===== src/rtl/serial_mode_map.svh =====
// Register offsets, field positions and constants of the serial channel mode block
`ifndef SERIAL_MODE_MAP_SVH
`define SERIAL_MODE_MAP_SVH
`define OFS_MODE_ZERO      8'h00
`define OFS_MODE_ONE       8'h04
`define OFS_MODE_TWO       8'h08
`define OFS_COMMAND        8'h0C
`define OFS_STATUS_TWO     8'h10
`define MODE_RESET         8'h00
`define CMD_CHANNEL_RESET  8'h01
`define HTRANS_ACTIVE_BIT  1
`define PROTO_MSB          7
`define PROTO_LSB          5
`define CRC_EN_BIT         2
`define POLY_SEL_BIT       1
`define PRESET_SEL_BIT     0
`define STOP_MSB           1
`define STOP_LSB           0
`define OVS_MSB            7
`define OVS_LSB            6
`define TXLEN_MSB          5
`define TXLEN_LSB          4
`define RXLEN_MSB          3
`define RXLEN_LSB          2
`define PAR_MSB            1
`define PAR_LSB            0
`define FAMILY_BIT         7
`define CODE_MSB           6
`define CODE_LSB           5
`define RATIO_MSB          4
`define RATIO_LSB          3
`define CONN_MSB           1
`define CONN_LSB           0
`define RD_MASK0_ASYNC     8'hF3
`define RD_MASK0_SYNC      8'hF7
`define RD_MASK1_ASYNC     8'hFF
`define RD_MASK1_BYTE      8'h00
`define RD_MASK1_BIT       8'hC0
`define RD_MASK2_ASYNC     8'h03
`define RD_MASK2_SYNC      8'hFB
`define STATUS_CRC_ERR_BIT 0
`define POLY_CRC16         16'h8005
`define POLY_CCITT         16'h1021
`define RESID_CRC16        16'h800D
`define RESID_CCITT        16'h1D0F
`define RESID_PLAIN        16'h0000
`define PRESET_ONES        16'hFFFF
`define PRESET_ZEROS       16'h0000
`define CRC_BITS           5'h10
`define CNT_ZERO           5'h00
`define CNT_ONE            5'h01
`endif


===== src/rtl/serial_mode_pkg.sv =====
// Types shared by the serial channel mode block
package serial_mode_pkg;
  typedef enum logic [2:0] {
    proto_async    = 3'b000,
    proto_mono     = 3'b001,
    proto_bisync   = 3'b010,
    proto_extsync  = 3'b011,
    proto_bitsync  = 3'b100,
    proto_res5     = 3'b101,
    proto_res6     = 3'b110,
    proto_res7     = 3'b111
  } protocol_t;

  typedef enum logic [1:0] {
    conn_full_duplex = 2'b00,
    conn_auto_echo   = 2'b01,
    conn_reserved    = 2'b10,
    conn_local_loop  = 2'b11
  } connection_t;

  typedef enum logic [2:0] {
    code_nrz        = 3'b000,
    code_nrzi       = 3'b001,
    code_manchester = 3'b100,
    code_fm1        = 3'b101,
    code_fm0        = 3'b110,
    code_reserved   = 3'b111
  } line_code_t;

  typedef struct packed {
    logic [7:0]  mode_zero;
    logic [7:0]  mode_one;
    logic [7:0]  mode_two;
    logic [7:0]  act_zero;
    logic [1:0]  act_ovs;
    logic [7:0]  act_two;
    logic [1:0]  tx_len;
    logic [1:0]  tx_par;
    logic [1:0]  rx_len;
    logic [1:0]  rx_par;
    logic        wr_pend;
    logic [7:0]  addr;
    logic [31:0] hrdata;
    logic        rxc_s1;
    logic        rxc_s2;
    logic        rxc_d;
    logic        txc_s1;
    logic        txc_s2;
    logic        txc_d;
    logic        rxd_s1;
    logic        rxd_s2;
    logic [15:0] tx_crc;
    logic [15:0] tx_shift;
    logic [4:0]  tx_cnt;
    logic        tx_bit;
    logic        tx_line;
    logic        tx_take;
    logic        txc_out;
    logic        txc_oe;
    logic [15:0] rx_crc;
    logic [15:0] rx_dly;
    logic [4:0]  rx_fill;
    logic        rx_bit;
    logic        rx_valid;
    logic        crc_err;
  } state_t;
endpackage


===== src/rtl/serial_channel_mode_config.sv =====
// Serial channel mode registers, CRC engine and channel connection logic
`timescale 1ns/1ps
`include "serial_mode_map.svh"
`default_nettype none
module serial_channel_mode_config
  import serial_mode_pkg::*;
(
  input  wire logic        core_clk,
  input  wire logic        rst_b,
  input  wire logic        hsel,
  input  wire logic [31:0] haddr,
  input  wire logic [1:0]  htrans,
  input  wire logic        hwrite,
  input  wire logic [2:0]  hsize,
  input  wire logic [31:0] hwdata,
  input  wire logic        hready,
  output logic      [31:0] hrdata,
  output logic             hreadyout,
  output logic             hresp,
  input  wire logic        rx_data_line,
  input  wire logic        rx_clock_pin,
  input  wire logic        tx_clock_pin_in,
  output logic             tx_data_line,
  output logic             tx_clock_pin_out,
  output logic             tx_clock_pin_oe,
  input  wire logic        tx_clock_is_output,
  input  wire logic        channel_idle,
  input  wire logic        tx_frame_start,
  input  wire logic        tx_payload_bit,
  input  wire logic        tx_payload_valid,
  input  wire logic        tx_crc_start,
  input  wire logic        tx_char_start,
  input  wire logic        rx_frame_start,
  input  wire logic        rx_frame_end,
  input  wire logic        rx_char_start,
  output logic             tx_take,
  output logic             tx_crc_busy,
  output logic             rx_bit,
  output logic             rx_bit_valid,
  output logic             crc_error_flag,
  output protocol_t        protocol_select,
  output logic             crc_enable,
  output logic [2:0]       stop_half_bits,
  output logic [6:0]       oversample_ratio,
  output logic [1:0]       address_check_mode,
  output logic [3:0]       tx_char_length,
  output logic [3:0]       rx_char_length,
  output logic [1:0]       tx_parity_multiproc_mode,
  output logic [1:0]       rx_parity_multiproc_mode,
  output line_code_t       line_code_select,
  output logic [5:0]       recovery_ratio,
  output connection_t      channel_connection
);
  state_t s;
  state_t next_s;

  function automatic logic [15:0] crc_step(input logic [15:0] c, input logic b, input logic ccitt);
    logic [15:0] r;
    r = {c[14:0], 1'b0};
    if (c[15] ^ b) begin
      r = r ^ (ccitt ? `POLY_CCITT : `POLY_CRC16);
    end
    return r;
  endfunction

  function automatic logic [3:0] char_bits(input logic [1:0] code);
    return 4'h8 - {2'b00, code};
  endfunction

  function automatic logic is_sync(input logic [7:0] m0);
    logic [2:0] p;
    p = m0[`PROTO_MSB:`PROTO_LSB];
    return (p != proto_async) && (p <= proto_bitsync);
  endfunction

  logic        sync_mode;
  logic        bit_mode;
  logic        crc_on;
  logic        ccitt;
  logic [15:0] preset;
  logic        rx_edge;
  logic        tx_edge;
  logic        echo_on;
  logic        loop_on;
  logic        rx_in;
  logic        crc_load;
  logic [15:0] rx_expect;
  logic        chan_cmd;

  // Active copies, not the raw registers, steer the datapath
  assign sync_mode = is_sync(s.act_zero);
  assign bit_mode  = s.act_zero[`PROTO_MSB:`PROTO_LSB] == proto_bitsync;
  assign crc_on    = sync_mode & s.act_zero[`CRC_EN_BIT];
  assign ccitt     = s.act_zero[`POLY_SEL_BIT];
  assign preset    = s.act_zero[`PRESET_SEL_BIT] ? `PRESET_ONES : `PRESET_ZEROS;
  assign echo_on   = s.act_two[`CONN_MSB:`CONN_LSB] == conn_auto_echo;
  assign loop_on   = s.act_two[`CONN_MSB:`CONN_LSB] == conn_local_loop;
  assign rx_edge   = s.rxc_s2 & ~s.rxc_d;
  // Loopback runs the transmitter on the receive clock
  assign tx_edge   = loop_on ? rx_edge : (s.txc_s2 & ~s.txc_d);
  assign rx_in     = loop_on ? s.tx_bit : s.rxd_s2;
  assign crc_load  = tx_crc_start & crc_on & (s.tx_cnt == `CNT_ZERO) & ~echo_on;
  // Complemented FCS leaves a fixed residue instead of zero
  assign rx_expect = bit_mode ? (ccitt ? `RESID_CCITT : `RESID_CRC16) : `RESID_PLAIN;
  assign chan_cmd  = s.wr_pend & (s.addr == `OFS_COMMAND) & (hwdata[7:0] == `CMD_CHANNEL_RESET);

  always_comb begin
    logic [7:0]  m0;
    logic [7:0]  m1;
    logic [7:0]  m2;
    logic [7:0]  rd;
    logic [2:0]  p;
    logic        chan_rst;
    m0 = 8'h00;
    m1 = 8'h00;
    m2 = 8'h00;
    rd = 8'h00;
    p = 3'b000;
    chan_rst = 1'b0;
    next_s = s;
    next_s.rxc_s1 = rx_clock_pin;
    next_s.rxc_s2 = s.rxc_s1;
    next_s.rxc_d = s.rxc_s2;
    next_s.txc_s1 = tx_clock_pin_in;
    next_s.txc_s2 = s.txc_s1;
    next_s.txc_d = s.txc_s2;
    next_s.rxd_s1 = rx_data_line;
    next_s.rxd_s2 = s.rxd_s1;
    next_s.tx_take = 1'b0;
    next_s.rx_valid = 1'b0;
    next_s.wr_pend = 1'b0;
    // Write data phase
    if (s.wr_pend) begin
      unique case (s.addr)
        `OFS_MODE_ZERO:  next_s.mode_zero = hwdata[7:0];
        `OFS_MODE_ONE:   next_s.mode_one = hwdata[7:0];
        `OFS_MODE_TWO:   next_s.mode_two = hwdata[7:0];
        `OFS_COMMAND:    chan_rst = hwdata[7:0] == `CMD_CHANNEL_RESET;
        `OFS_STATUS_TWO: begin
          if (hwdata[`STATUS_CRC_ERR_BIT]) begin
            next_s.crc_err = 1'b0;
          end
        end
        default: begin
        end
      endcase
    end
    if (chan_rst) begin
      next_s.mode_zero = `MODE_RESET;
      next_s.mode_one = `MODE_RESET;
      next_s.mode_two = `MODE_RESET;
      next_s.act_zero = `MODE_RESET;
      next_s.act_two = `MODE_RESET;
      next_s.act_ovs = 2'b00;
      next_s.tx_len = 2'b00;
      next_s.tx_par = 2'b00;
      next_s.rx_len = 2'b00;
      next_s.rx_par = 2'b00;
      next_s.tx_cnt = `CNT_ZERO;
      next_s.rx_fill = `CNT_ZERO;
    end else if (channel_idle) begin
      next_s.act_zero = next_s.mode_zero;
      next_s.act_two = next_s.mode_two;
      next_s.act_ovs = next_s.mode_one[`OVS_MSB:`OVS_LSB];
    end
    if (tx_char_start) begin
      next_s.tx_len = next_s.mode_one[`TXLEN_MSB:`TXLEN_LSB];
      next_s.tx_par = next_s.mode_one[`PAR_MSB:`PAR_LSB];
    end
    if (rx_char_start) begin
      next_s.rx_len = next_s.mode_one[`RXLEN_MSB:`RXLEN_LSB];
      next_s.rx_par = next_s.mode_one[`PAR_MSB:`PAR_LSB];
    end
    // Address phase; read sees a write made in the cycle before
    if (hready & hsel & htrans[`HTRANS_ACTIVE_BIT]) begin
      next_s.addr = haddr[7:0];
      next_s.wr_pend = hwrite;
      p = next_s.mode_zero[`PROTO_MSB:`PROTO_LSB];
      m0 = (p == proto_async) ? `RD_MASK0_ASYNC : `RD_MASK0_SYNC;
      m1 = (p == proto_async) ? `RD_MASK1_ASYNC : (p == proto_bitsync) ? `RD_MASK1_BIT : `RD_MASK1_BYTE;
      m2 = (p == proto_async) ? `RD_MASK2_ASYNC : `RD_MASK2_SYNC;
      unique case (haddr[7:0])
        `OFS_MODE_ZERO:  rd = next_s.mode_zero & m0;
        `OFS_MODE_ONE:   rd = next_s.mode_one & m1;
        `OFS_MODE_TWO:   rd = next_s.mode_two & m2;
        `OFS_STATUS_TWO: rd = {7'h00, next_s.crc_err};
        default:         rd = 8'h00;
      endcase
      next_s.hrdata = {24'h000000, rd};
    end
    // Transmitter
    if (tx_frame_start) begin
      next_s.tx_crc = preset;
    end
    if (crc_load) begin
      next_s.tx_shift = bit_mode ? ~s.tx_crc : s.tx_crc;
      next_s.tx_cnt = `CRC_BITS;
    end else if (tx_edge & ~echo_on) begin
      if (s.tx_cnt != `CNT_ZERO) begin
        next_s.tx_bit = s.tx_shift[15];
        next_s.tx_shift = {s.tx_shift[14:0], 1'b0};
        next_s.tx_cnt = s.tx_cnt - `CNT_ONE;
      end else if (tx_payload_valid) begin
        next_s.tx_bit = tx_payload_bit;
        next_s.tx_take = 1'b1;
        if (crc_on) begin
          next_s.tx_crc = crc_step(next_s.tx_crc, tx_payload_bit, ccitt);
        end
      end else begin
        next_s.tx_bit = 1'b1;
      end
    end
    if (echo_on | loop_on) begin
      next_s.tx_line = s.rxd_s2;
    end else begin
      next_s.tx_line = next_s.tx_bit;
    end
    next_s.txc_out = (echo_on | loop_on) & s.rxc_s2;
    next_s.txc_oe = (echo_on | loop_on) & tx_clock_is_output;
    // Receiver
    if (rx_frame_start) begin
      next_s.rx_crc = preset;
      next_s.rx_fill = `CNT_ZERO;
    end else if (rx_edge) begin
      if (crc_on) begin
        next_s.rx_crc = crc_step(s.rx_crc, rx_in, ccitt);
      end
      if (crc_on & bit_mode) begin
        // Last sixteen bits of a frame stay in the delay line and are dropped
        next_s.rx_dly = {s.rx_dly[14:0], rx_in};
        if (s.rx_fill == `CRC_BITS) begin
          next_s.rx_bit = s.rx_dly[15];
          next_s.rx_valid = 1'b1;
        end else begin
          next_s.rx_fill = s.rx_fill + `CNT_ONE;
        end
      end else begin
        next_s.rx_bit = rx_in;
        next_s.rx_valid = 1'b1;
      end
    end
    // Set after the status-write clear so an error in that cycle survives; channel reset clears last and wins
    if (rx_frame_end & crc_on & (s.rx_crc != rx_expect)) begin
      next_s.crc_err = 1'b1;
    end
    if (chan_rst) begin
      next_s.crc_err = 1'b0;
    end
  end

  always_ff @(posedge core_clk or negedge rst_b) begin
    if (!rst_b) begin
      s <= '0;
    end else begin
      s <= next_s;
    end
  end

  assign hrdata           = s.hrdata;
  assign hreadyout        = 1'b1;
  assign hresp            = 1'b0;
  assign tx_data_line     = s.tx_line;
  assign tx_clock_pin_out = s.txc_out;
  assign tx_clock_pin_oe  = s.txc_oe;
  assign tx_take          = s.tx_take;
  assign tx_crc_busy      = s.tx_cnt != `CNT_ZERO;
  assign rx_bit           = s.rx_bit;
  assign rx_bit_valid     = s.rx_valid;
  assign crc_error_flag   = s.crc_err;
  assign protocol_select  = protocol_t'(s.act_zero[`PROTO_MSB:`PROTO_LSB]);
  assign crc_enable       = crc_on;
  assign stop_half_bits   = sync_mode ? 3'h0 : 3'h2 + {1'b0, s.act_zero[`STOP_MSB:`STOP_LSB]};
  assign oversample_ratio = (sync_mode || s.act_ovs == 2'b00) ? 7'h01 : 7'h08 << s.act_ovs;
  assign address_check_mode = bit_mode ? s.act_ovs : 2'b00;
  assign tx_char_length   = char_bits(s.tx_len);
  assign rx_char_length   = char_bits(s.rx_len);
  assign tx_parity_multiproc_mode = sync_mode ? 2'b00 : s.tx_par;
  assign rx_parity_multiproc_mode = sync_mode ? 2'b00 : s.rx_par;
  // Async always NRZ; reserved codes flagged rather than guessed
  assign line_code_select = !sync_mode ? code_nrz :
    (!s.act_two[`FAMILY_BIT] && s.act_two[`CODE_MSB]) ? code_reserved :
    (s.act_two[`CODE_MSB:`CODE_LSB] == 2'b11) ? code_reserved :
    line_code_t'({s.act_two[`FAMILY_BIT], s.act_two[`CODE_MSB:`CODE_LSB]});
  assign recovery_ratio   = (!sync_mode || s.act_two[`RATIO_MSB:`RATIO_LSB] == 2'b11) ? 6'h00 :
    6'h08 << s.act_two[`RATIO_MSB:`RATIO_LSB];
  assign channel_connection = connection_t'(s.act_two[`CONN_MSB:`CONN_LSB]);
endmodule
`default_nettype wire


===== config.mk =====
export PLATFORM = sky130hd
export DESIGN_NAME = serial_channel_mode_config
export DESIGN_NICKNAME = d
export VERILOG_FILES = /design/src/rtl/serial_mode_pkg.sv /design/src/rtl/serial_channel_mode_config.sv
export VERILOG_INCLUDE_DIRS = /design/src /design/src/rtl
export SDC_FILE = /design/constraint.sdc
export NUM_CORES = 1
export LEC_CHECK = 0
export BUFFER_PORTS_ARGS = -buffer_cell sky130_fd_sc_hd__buf_4
export CORE_MARGIN = 3
export CORE_UTILIZATION = 59
export CTS_BUF_LIST = sky130_fd_sc_hd__clkbuf_16
export DETAILED_ROUTE_END_ITERATION = 8
export GPL_ROUTABILITY_DRIVEN = 0
export PLACE_DENSITY = 0.84
export SYNTH_ARGS = -nofsm -noshare
export SYNTH_HDL_FRONTEND = slang
export SYNTH_SLANG_ARGS = --single-unit

===== constraint.sdc =====
create_clock -name core_clk -period 3.33 [get_ports core_clk]
set_input_delay 0.333 -clock core_clk [delete_from_list [all_inputs] [get_ports core_clk]]
set_output_delay 0.333 -clock core_clk [all_outputs]
set_load 0.01 [all_outputs]

== After elaboration in Yosys (flattened, before gate mapping) ==
Cells that the tools add are included.

* Register bits after elaboration: 157
* Input bits: 87
* Output and inout bits: 81
* Word-level logic and storage cells: 179

* Add/subtract/negate cells: 5
* $lt $le $gt $ge: 1
* Equal/unequal tests: 17
* Shift operators: 2
* Multiplexer cells: 68
* Bitwise logic cells: 27
* Reductions and logical operators: 24

{| class="wikitable"
|+ Operators with widths
! kind !! count
|-
| 16-bit two-way mux || 14
|-
| 21-bit two-way mux || 3
|-
| 8-bit two-way mux || 7
|-
| 24-bit two-way mux || 2
|-
| 41-bit two-way mux || 1
|-
| 39-bit two-way mux || 1
|-
| 38-bit two-way mux || 1
|-
| 18-bit two-way mux || 2
|-
| 8-bit one-hot mux with 4 select lines || 1
|-
| 16-bit bitwise XOR || 2
|-
| 8-bit AND || 3
|-
| 8-bit by 4-bit == test with 1-bit output (second input constant) || 3
|-
| 5-bit two-way mux || 4
|-
| 1-bit two-way mux || 18
|-
| 8-bit by 3-bit == test with 1-bit output (second input constant) || 2
|-
| 8-bit by 5-bit == test with 1-bit output (second input constant) || 2
|-
| 8-bit zero test || 2
|-
| 16-bit inequality test || 1
|-
| 16-bit NOT || 1
|-
| 3-bit two-way mux || 5
|-
| 1-bit AND || 14
|-
| 2-bit nonzero test || 7
|-
| 2-bit two-way mux || 5
|-
| 8-bit by 1-bit == test with 1-bit output (second input constant) || 1
|-
| other kinds (28) || 42
|}

== Logic depth before layout (Yosys ltp) ==
Gate-level depths: netlist (run 1).

* Depth after elaboration: 10
* Mapped depth: 10
* Gate-level depth less buffers: 8

== Worst setup path after synthesis (run 1) ==
Ideal clock, no wire load.

* Kind: register to register
* Start point: reg s (netlist bit protocol_select[1])
* End point: reg s[66] (netlist name)
* Setup time: 0.077 ns
* Arrival: 2.174 ns
* Required time: 3.253 ns
* Setup slack: 1.078 ns
* Cell stages (with the launch flop): 11
* Path buffers: 3
* Period minus slack after synthesis: 2.252 ns
* Path through: dfrtp_1 nor2_1 ha_1 nor2b_1 clkbuf_1 nand3_1 nor3b_2 buf_2 buf_2 a211oi_1 a21oi_1

{| class="wikitable"
|+ RTL lines
! what !! line !! RTL
|-
| from (decl) || serial_channel_mode_config.sv:54 || <nowiki>state_t s;</nowiki>
|-
| from (signal assigned) || serial_channel_mode_config.sv:255 || <nowiki>s <= next_s;</nowiki>
|}

==> results of run 1 <==
[synth_stat cells (all sizes together), types with 2 or more instances]
cell and instances:
o32ai 2, a32oi 2, a21oi 32, mux2i 25, o21ai 24, nor4b 4
nand4b 2, nand4 5, ha 6, xor2 19, a221o 12, nor3b 6
nand3b 6, clkbuf 33, and2 11, a31oi 22, nand2 62, o31ai 5
conb 2, nor3 14, and3 4, dfrtp 152, or4 4, nor2b 19
nand3 13, or4b 3, a21o 3, inv 21, nand2b 8, nor2 106
mux2 26, buf 57, xnor2 6, o22ai 4, or2 3, or3 3
nor4 4, a211oi 33, o21a 2, o211ai 2
[registers in the layout (all words and copies together) (netlist names)]
| name | flops |
|---|---|
| tx_data_line | 1 |
| rx_bit_valid | 1 |
| tx_clock_pin_out | 1 |
| crc_error_flag | 1 |
| s | 126 |
| tx_clock_pin_oe | 1 |
| protocol_select | 3 |
| rx_bit | 1 |
| ccitt | 1 |
| channel_connection | 2 |
| tx_take | 1 |
| hrdata | 8 |
| next_s | 5 |
[path summary, 6_finish.rpt]
kind | cells after the start | start | slack [ns] | endpoint
max | 7 | protocol_select[0] | 0.58 | s[6]
min reg2reg | 0 | next_s[85] | 0.35 | next_s[84]
min in group core_clk | 1 | tx_clock_pin_in | 0.03 | next_s[85]
max reg2reg | 7 | protocol_select[0] | 0.58 | s[6]
min | 1 | rst_b | -0.02 | s[75]
max in group asynchronous | 2 | rst_b | 2.42 | s[14]
[per-stage QoR]
stage | power, mW | setup WS (ns)
floorplan | 2.90 | 1.08
global placement | 3.11 | 0.836
detailed placement | 3.18 | 0.657
CTS | 5.02 | 0.631
global route | 5.24 | 0.450
finish | 5.00 | 0.578
[cell families after synthesis]
| logic type | share of synthesized area |
|---|---|
| simple gates | 0.185 |
| buf+inv | 0.0794 |
| compound gates | 0.128 |
| xor+xnor | 0.0285 |
| other cells | 0.000978 |
| mux | 0.0712 |
| fa+ha+maj | 0.0111 |
| flops | 0.496 |
[placed cells by master, fill, tap and decap left out, types with 12 or more instances in the layout]
cell       instances
a211oi_1          33
a21oi_1           32
a221o_1           12
a31oi_1           22
buf_4            100
clkbuf_16         17
conb_1            32
dfrtp_1          152
inv_1             21
mux2_2            24
mux2i_1           25
nand2_1           62
nand3_1           13
nor2_1           106
nor2b_1           19
o21ai_0           22
xor2_1            19
[what timing repair did]
action	4_1_cts	5_1_grt
resized for setup	0	0
endpoints found under the hold margin	2	0
hold buffers	2	0
[metal layers]
layer / global-route usage / vias to the layer above
met4: 0.0880 / 0
met3: 0.0547 / 30
met1: 0.336 / 2960
met5: 0 / -
met2: 0.419 / 226
li1: - / 2746
[worst reg2reg max path: cells and delay by family, from the launching register on]
kind / cells / cell delay [ns]
simple gates: 4 / 1.11
fa+ha+maj: 1 / 0.50
compound gates: 2 / 0.67
flops: 1 / 0.39
[power by group]
part | switching, mW | internal, mW | leakage, nW
sequential | 0.199 | 2.08 | 1.94
combinational | 0.488 | 0.398 | 1.89
clock | 0.745 | 1.09 | 0.273
[area by class of cell]
type | count | area (um^2)
well taps | 172 | 215
multi-input cells | 541 | 3390
inverters | 21 | 78.8
clock buffers | 17 | 425
fillers | 921 | 3850
repair buffers | 103 | 782
clock inverters | 14 | 133
flip-flops and latches | 152 | 3800
==> metrics, run 1 <==
clk root buf clkbuf_16; critical path type reg2reg; DR pass1 iterations 7; FF+latch count, synth 152; placed cells 987; initial core utilization 0.606; drt total wl 17600 um; Final setup viols 0; slew margin rel. 0.440; Slowest-stage cell, CP ha_1; Static Leakage 4.11 nW; CP cell instances nor2_1, ha_1, nand3b_1, a31oi_1, nand2_1, or3_1, a21oi_1; core area 12700 um^2; area grow syn2layout 15.0%; grt ovf 0; Gate Count Post-Synth 774; top post-synthesis cells by area dfrtp_1, nor2_1, buf_4; synthesized cell area 7680 um^2; remaining antenna violation count 0; EDFF count, synth 0; failing checks hold timing; slowest stage delay, CP 0.50 ns; worst skew pair latency 0.42 ns; post-synthesis sequential area ratio 0.496; Horiz. Die Dim 120 um; post-synthesis cell type count 59; nets 929; via count 5962; M1 WL 7470 um; H-tree depth 4; Placed Area 8250 um^2; max-cap violations 0; # clock sinks 152; Req. time, crit path 3.66 ns; area leader, netlist dfrtp_1; PwrDens 566 nW/um^2; antenna violations before repair 0; final worst path period share 0.826; DRC violations left 0; drt via density 5.85; Die Y 120 um; Final Cell Area 8820 um^2; fin util 0.696; Startpoint Class flip-flop; CTS Buf Count 17; first-pass GRT wire length 29200 um; number of buffers added on ports 83; RSZ-0062 raised after global routing no; drt wl/cell 17.2 um; routed wl met3 958 um; post-layout min period 2.75 ns; CP Buf/Inv Count 0; I/O pin total 168; Post-CTS Setup Inserts 0; Synth async-reset ratio 1.00; largest net degree at the start of global routing 94; CP Capture Type flip-flop; max layer used met4; setup tns final 0 ns; row count 41; ratio of cells with drive above 1 in the final layout 0.198; CTS max path bufs 2; Yosys top cell area share 0.496; CTS tree built; Slew @ Worst Pin 0.840 ns; Post-DP HPWL 12100 um; die area 14400 um^2; CP Data Arrival Time 3.08 ns; Max Fanout on Critical Path 19; n_diodes 0; CTS clk-pin slew, worst paths 0.06 ns; post-synthesis average cell area 9.92 um^2; status finished, violations left; Max Fclk 363 MHz; max-slew violations 0; HP Class in2async; final setup skew 0.00812 ns; metal2 WL 8850 um; Layout Cells excl Fill 1020; Synth Flop Type dfrtp_1; Initial DRC Count 610; Fin Hold WS -0.0157 ns; total track usage 0.255; VDD IR max 0.401 mV; crit-path leading delay family simple AND/OR/NAND/NOR gates; Final Hold Fails 8; vias in the first global route 5781; Ys Warns 0
(Power assumes the default switching activity.)
==> run 2: changes to the inputs <==
- CORE_UTILIZATION: 59 -> 55
- PLACE_DENSITY: 0.84 -> 0.79
- clock period: 3.33 -> 2.6 ns (I/O delays scaled with it)
==> metrics, run 2 (synthesis gave the netlist of run 1 again) <==
status completed; clk root buf clkbuf_16; DRC violations left 0; worst skew pair latency 0.43 ns; critical path type reg2reg; first-pass GRT wire length 29300 um; drt via density 5.78; nets 939; Slew @ Worst Pin 1.20 ns; CTS Buf Count 17; drt total wl 17800 um; row count 42; area grow syn2layout 17.1%; Req. time, crit path 2.91 ns; max-slew violations 0; die area 15400 um^2; antenna violations before repair 0; Initial DRC Count 484; DR pass1 iterations 5; via count 5983; final worst path period share 0.931; Startpoint Class flip-flop; Final Hold Fails 0; I/O pin total 168; drt wl/cell 17.2 um; CTS tree built; VDD IR max 0.543 mV; core area 13500 um^2; Die Y 124 um; n_diodes 0; RSZ-0062 raised after global routing no; most common cell after layout, fill and taps aside dfrtp_1; Horiz. Die Dim 124 um; largest net degree at the start of global routing 72; Max Fclk 413 MHz; initial core utilization 0.571; CP Data Arrival Time 2.73 ns; PwrDens 737 nW/um^2; slew margin rel. 0.198; number of buffers added on ports 83; total track usage 0.244; Static Leakage 4.18 nW; Top reg by flops s; Pwr Total 6.62 mW; Fin Hold WS 0.0465 ns; CTS clk-pin slew, worst paths 0.06 ns; Final setup viols 0; CP Capture Type flip-flop; Post-DP HPWL 12300 um; final setup skew 0.00863 ns; setup tns final 0 ns; Post-CTS Setup Inserts 0; Largest register FFs 126; HP Class in2reg; vias in the first global route 5860; remaining antenna violation count 0; # clock sinks 152; Max Fanout on Critical Path 8; most frequent cells in the layout dfrtp_1, buf_4, nor2_1; max-cap violations 0; post-layout min period 2.42 ns; ratio of cells with drive above 1 in the final layout 0.208; grt ovf 0; CTS max path bufs 2; H-tree depth 4; layout filler cell count 1018
-- run 2: worst paths after layout --
check / start / to / slack (ns) / cells after the start
max in group asynchronous: rst_b / s[14] / 1.33 / 3
setup / recovery: s[127] / hrdata[6] / 0.18 / 7
hold reg to reg: next_s[88] / next_s[87] / 0.35 / 0
hold / removal: tx_clock_is_output / tx_clock_pin_oe / 0.05 / 2
min in group asynchronous: rst_b / s[76] / 0.42 / 2
setup reg to reg: s[127] / hrdata[6] / 0.18 / 7
-- run 2: metrics by stage --
| stage | util | worst slack, ns | cell area [um^2] | instances |
|---|---|---|---|---|
| 6_report | 0.668 | 0.178 | 8990 | 1035 |
| 5_1_grt | 0.668 | 0.0229 | 8990 | 1035 |
| 4_1_cts | 0.668 | 0.198 | 8990 | 1035 |
| 3_5_place_dp | 0.620 | 0.217 | 8340 | 999 |
| 3_3_place_gp | 0.620 | 0.287 | 8340 | 999 |
| 2_1_floorplan | - | 0.348 | 7790 | 804 |
-- run 2: repair_timing --
item,in CTS,in global routing
gates resized for setup,0,1
hold endpoints to repair,71,0
hold buffers,4,0
endpoints found under the setup margin,0,2
-- run 2: cell type report --
cell class	instances	area [um^2]	area share
sequential	152	3800	0.423
multi-input combinational	541	3390	0.377
tap	176	220	0.0245
timing repair buffer	113	887	0.0987
clock buffer	17	425	0.0473
inverter	21	78.8	0.00877
clock inverter	15	184	0.0205
-- run 2: metal layers --
| metal | GRT usage | vias to the layer above | wire length, um |
|---|---|---|---|
| met3 | 0.0486 | 40 | 975 |
| met5 | 0 | - | 0 |
| met4 | 0.0897 | 0 | 375 |
| met1 | 0.331 | 2941 | 7710 |
| li1 | - | 2772 | - |
| met2 | 0.392 | 230 | 8700 |
-- run 2: critical path, stage by stage (launching register included) --
cell and delay (ns):
dfrtp_1 0.39, or4b_4 0.59, nor4b_4 0.35, buf_4 0.26, mux2i_1 0.38, nor2_1 0.10
a21oi_1 0.13, a31oi_1 0.09
-- run 2: power by group --
group | switching [mW] | internal, mW | total (mW)
clock network | 0.974 | 1.59 | 2.56
logic | 0.622 | 0.521 | 1.14
registers | 0.258 | 2.66 | 2.92
==> run 3: changes to the inputs <==
- PLACE_DENSITY: 0.79 -> 0.88
==> metrics, run 3 (synthesis gave the netlist of run 1 again) <==
status completed; CTS Buf Count 17; placed cells 1001; I/O pin total 168; clk root buf clkbuf_16; first-pass GRT wire length 29100 um; crit path launch protocol_select[0]; largest net degree at the start of global routing 72; Initial DRC Count 677; r2r startpoint protocol_select[0]; HP Class in2reg; R2R setup slack 0.20 ns; DRC violations left 0; max-cap violations 0; nets 941; grt ovf 0; Slew @ Worst Pin 0.654 ns; most frequent cells in the layout dfrtp_1, buf_4, nor2_1; vias in the first global route 5809; Static Leakage 4.20 nW; # clock sinks 152; number of buffers added on ports 83; drt wl/cell 17.2 um; max-slew violations 0; Post-DP HPWL 11900 um; sequential power share 0.439; Horiz. Die Dim 124 um; Sw Ratio 0.280; total track usage 0.244; Fin Hold WS 0.0523 ns; Layout Cells excl Fill 1037; slew margin rel. 0.564; most common cell after layout, fill and taps aside dfrtp_1; Final Hold Fails 0; Max Fanout on Critical Path 18; area grow syn2layout 17.4%; CP Data Arrival Time 2.75 ns; CTS max path bufs 2; antenna violations before repair 0; remaining antenna violation count 0; Final setup viols 0; CP Capture Type flip-flop; Req. time, crit path 2.95 ns; final setup skew 0.00792 ns; ratio of cells with drive above 1 in the final layout 0.210; Post-CTS Resized 0; CTS clk-pin slew, worst paths 0.06 ns; R2R cell count 8; layout filler cell count 1025; RSZ-0062 raised after global routing no; Largest register FFs 126; H-tree depth 4; drt via density 5.78; Net Sw Power 1.86 mW; Logic pwr share 0.177; proportion of power drawn by the clock network 0.384; critical path type reg2reg; initial core utilization 0.571; VDD IR max 0.510 mV; row count 42; Setup crit end s[6]; final worst path period share 0.923; Internal 4.78 mW; DR pass1 iterations 5; r2r endpoint s[6]; via count 5998; Startpoint Class flip-flop; Die Y 124 um; post-layout min period 2.40 ns; n_diodes 0; setup tns final 0 ns; Pwr Total 6.64 mW; Max Fclk 417 MHz; die area 15400 um^2; core area 13500 um^2; drt total wl 17800 um; PwrDens 737 nW/um^2; Top reg by flops s; CTS tree built; worst skew pair latency 0.43 ns
## run 3: cell types whose count changed in the layout (fill, tap and decap cells not counted)
cell      delta
nor2_1       +1
buf_12       +1
inv_1        +1
clkinv_2     +1
buf_4        +1
nor2_2       -1
clkinv_1     -2
## run 3: stage by stage
| stage | utilization | worst slack (ns) | cell area [um^2] |
|---|---|---|---|
| final | 0.670 | 0.199 | 9010 |
| after global routing | 0.670 | 0.0248 | 9010 |
| after CTS | 0.670 | 0.230 | 9010 |
| after detailed placement | 0.622 | 0.245 | 8360 |
| after global placement | 0.622 | 0.299 | 8360 |
| after floorplan | - | 0.348 | 7790 |
## run 3: repair_timing
item | 4_1_cts | 5_1_grt
hold endpoints to repair | 72 | 0
hold buffers | 4 | 0
setup endpoints to repair | 0 | 0
buffers inserted | 0 | 0
## run 3: power groups by stage
stage | logic [mW] | registers [mW] | clock network, mW
global placement | 1.10 | 2.93 | 0
finish | 1.18 | 2.91 | 2.55
floorplan | 0.815 | 2.90 | 0
detailed placement | 1.15 | 2.94 | 0
CTS | 1.18 | 2.91 | 2.60
global route | 1.31 | 2.95 | 2.70
## run 3: routing by layer
layer	wire [um]	GRT usage
met1	7760	0.341
met4	345	0.0862
met3	1160	0.0536
met5	0	0
met2	8530	0.379
## run 3: area by class of cell
type / count / area, um^2 / share of cell area
Tap cell: 176 / 220 / 0.0244
Inverter: 21 / 78.8 / 0.00874
Sequential cell: 152 / 3800 / 0.422
Timing Repair Buffer: 115 / 915 / 0.101
Clock inverter: 15 / 185 / 0.0205
Multi-Input combinational cell: 541 / 3390 / 0.376
Clock buffer: 17 / 425 / 0.0472
## run 3: worst min-delay path by stage
stage                            start              end  slack (ns)  cells past startpoint
global route        tx_clock_is_output  tx_clock_pin_oe        0.05                      2
detailed placement               rst_b            s[81]        0.31                      1
global placement                 rst_b       next_s[84]        0.32                      1
CTS                             hwrite           s[130]        0.03                      3
finish                          hwrite           s[130]        0.05                      3
floorplan                        rst_b            ccitt       -0.04                      0
## run 3: critical path: stages, from the launching register on
cell	delay, ns
dfrtp_1	0.41
nor2_1	0.13
ha_1	0.27
buf_4	0.21
nand3b_1	0.33
a31oi_1	0.28
nand2_1	0.15
or3_1	0.39
a21oi_1	0.15
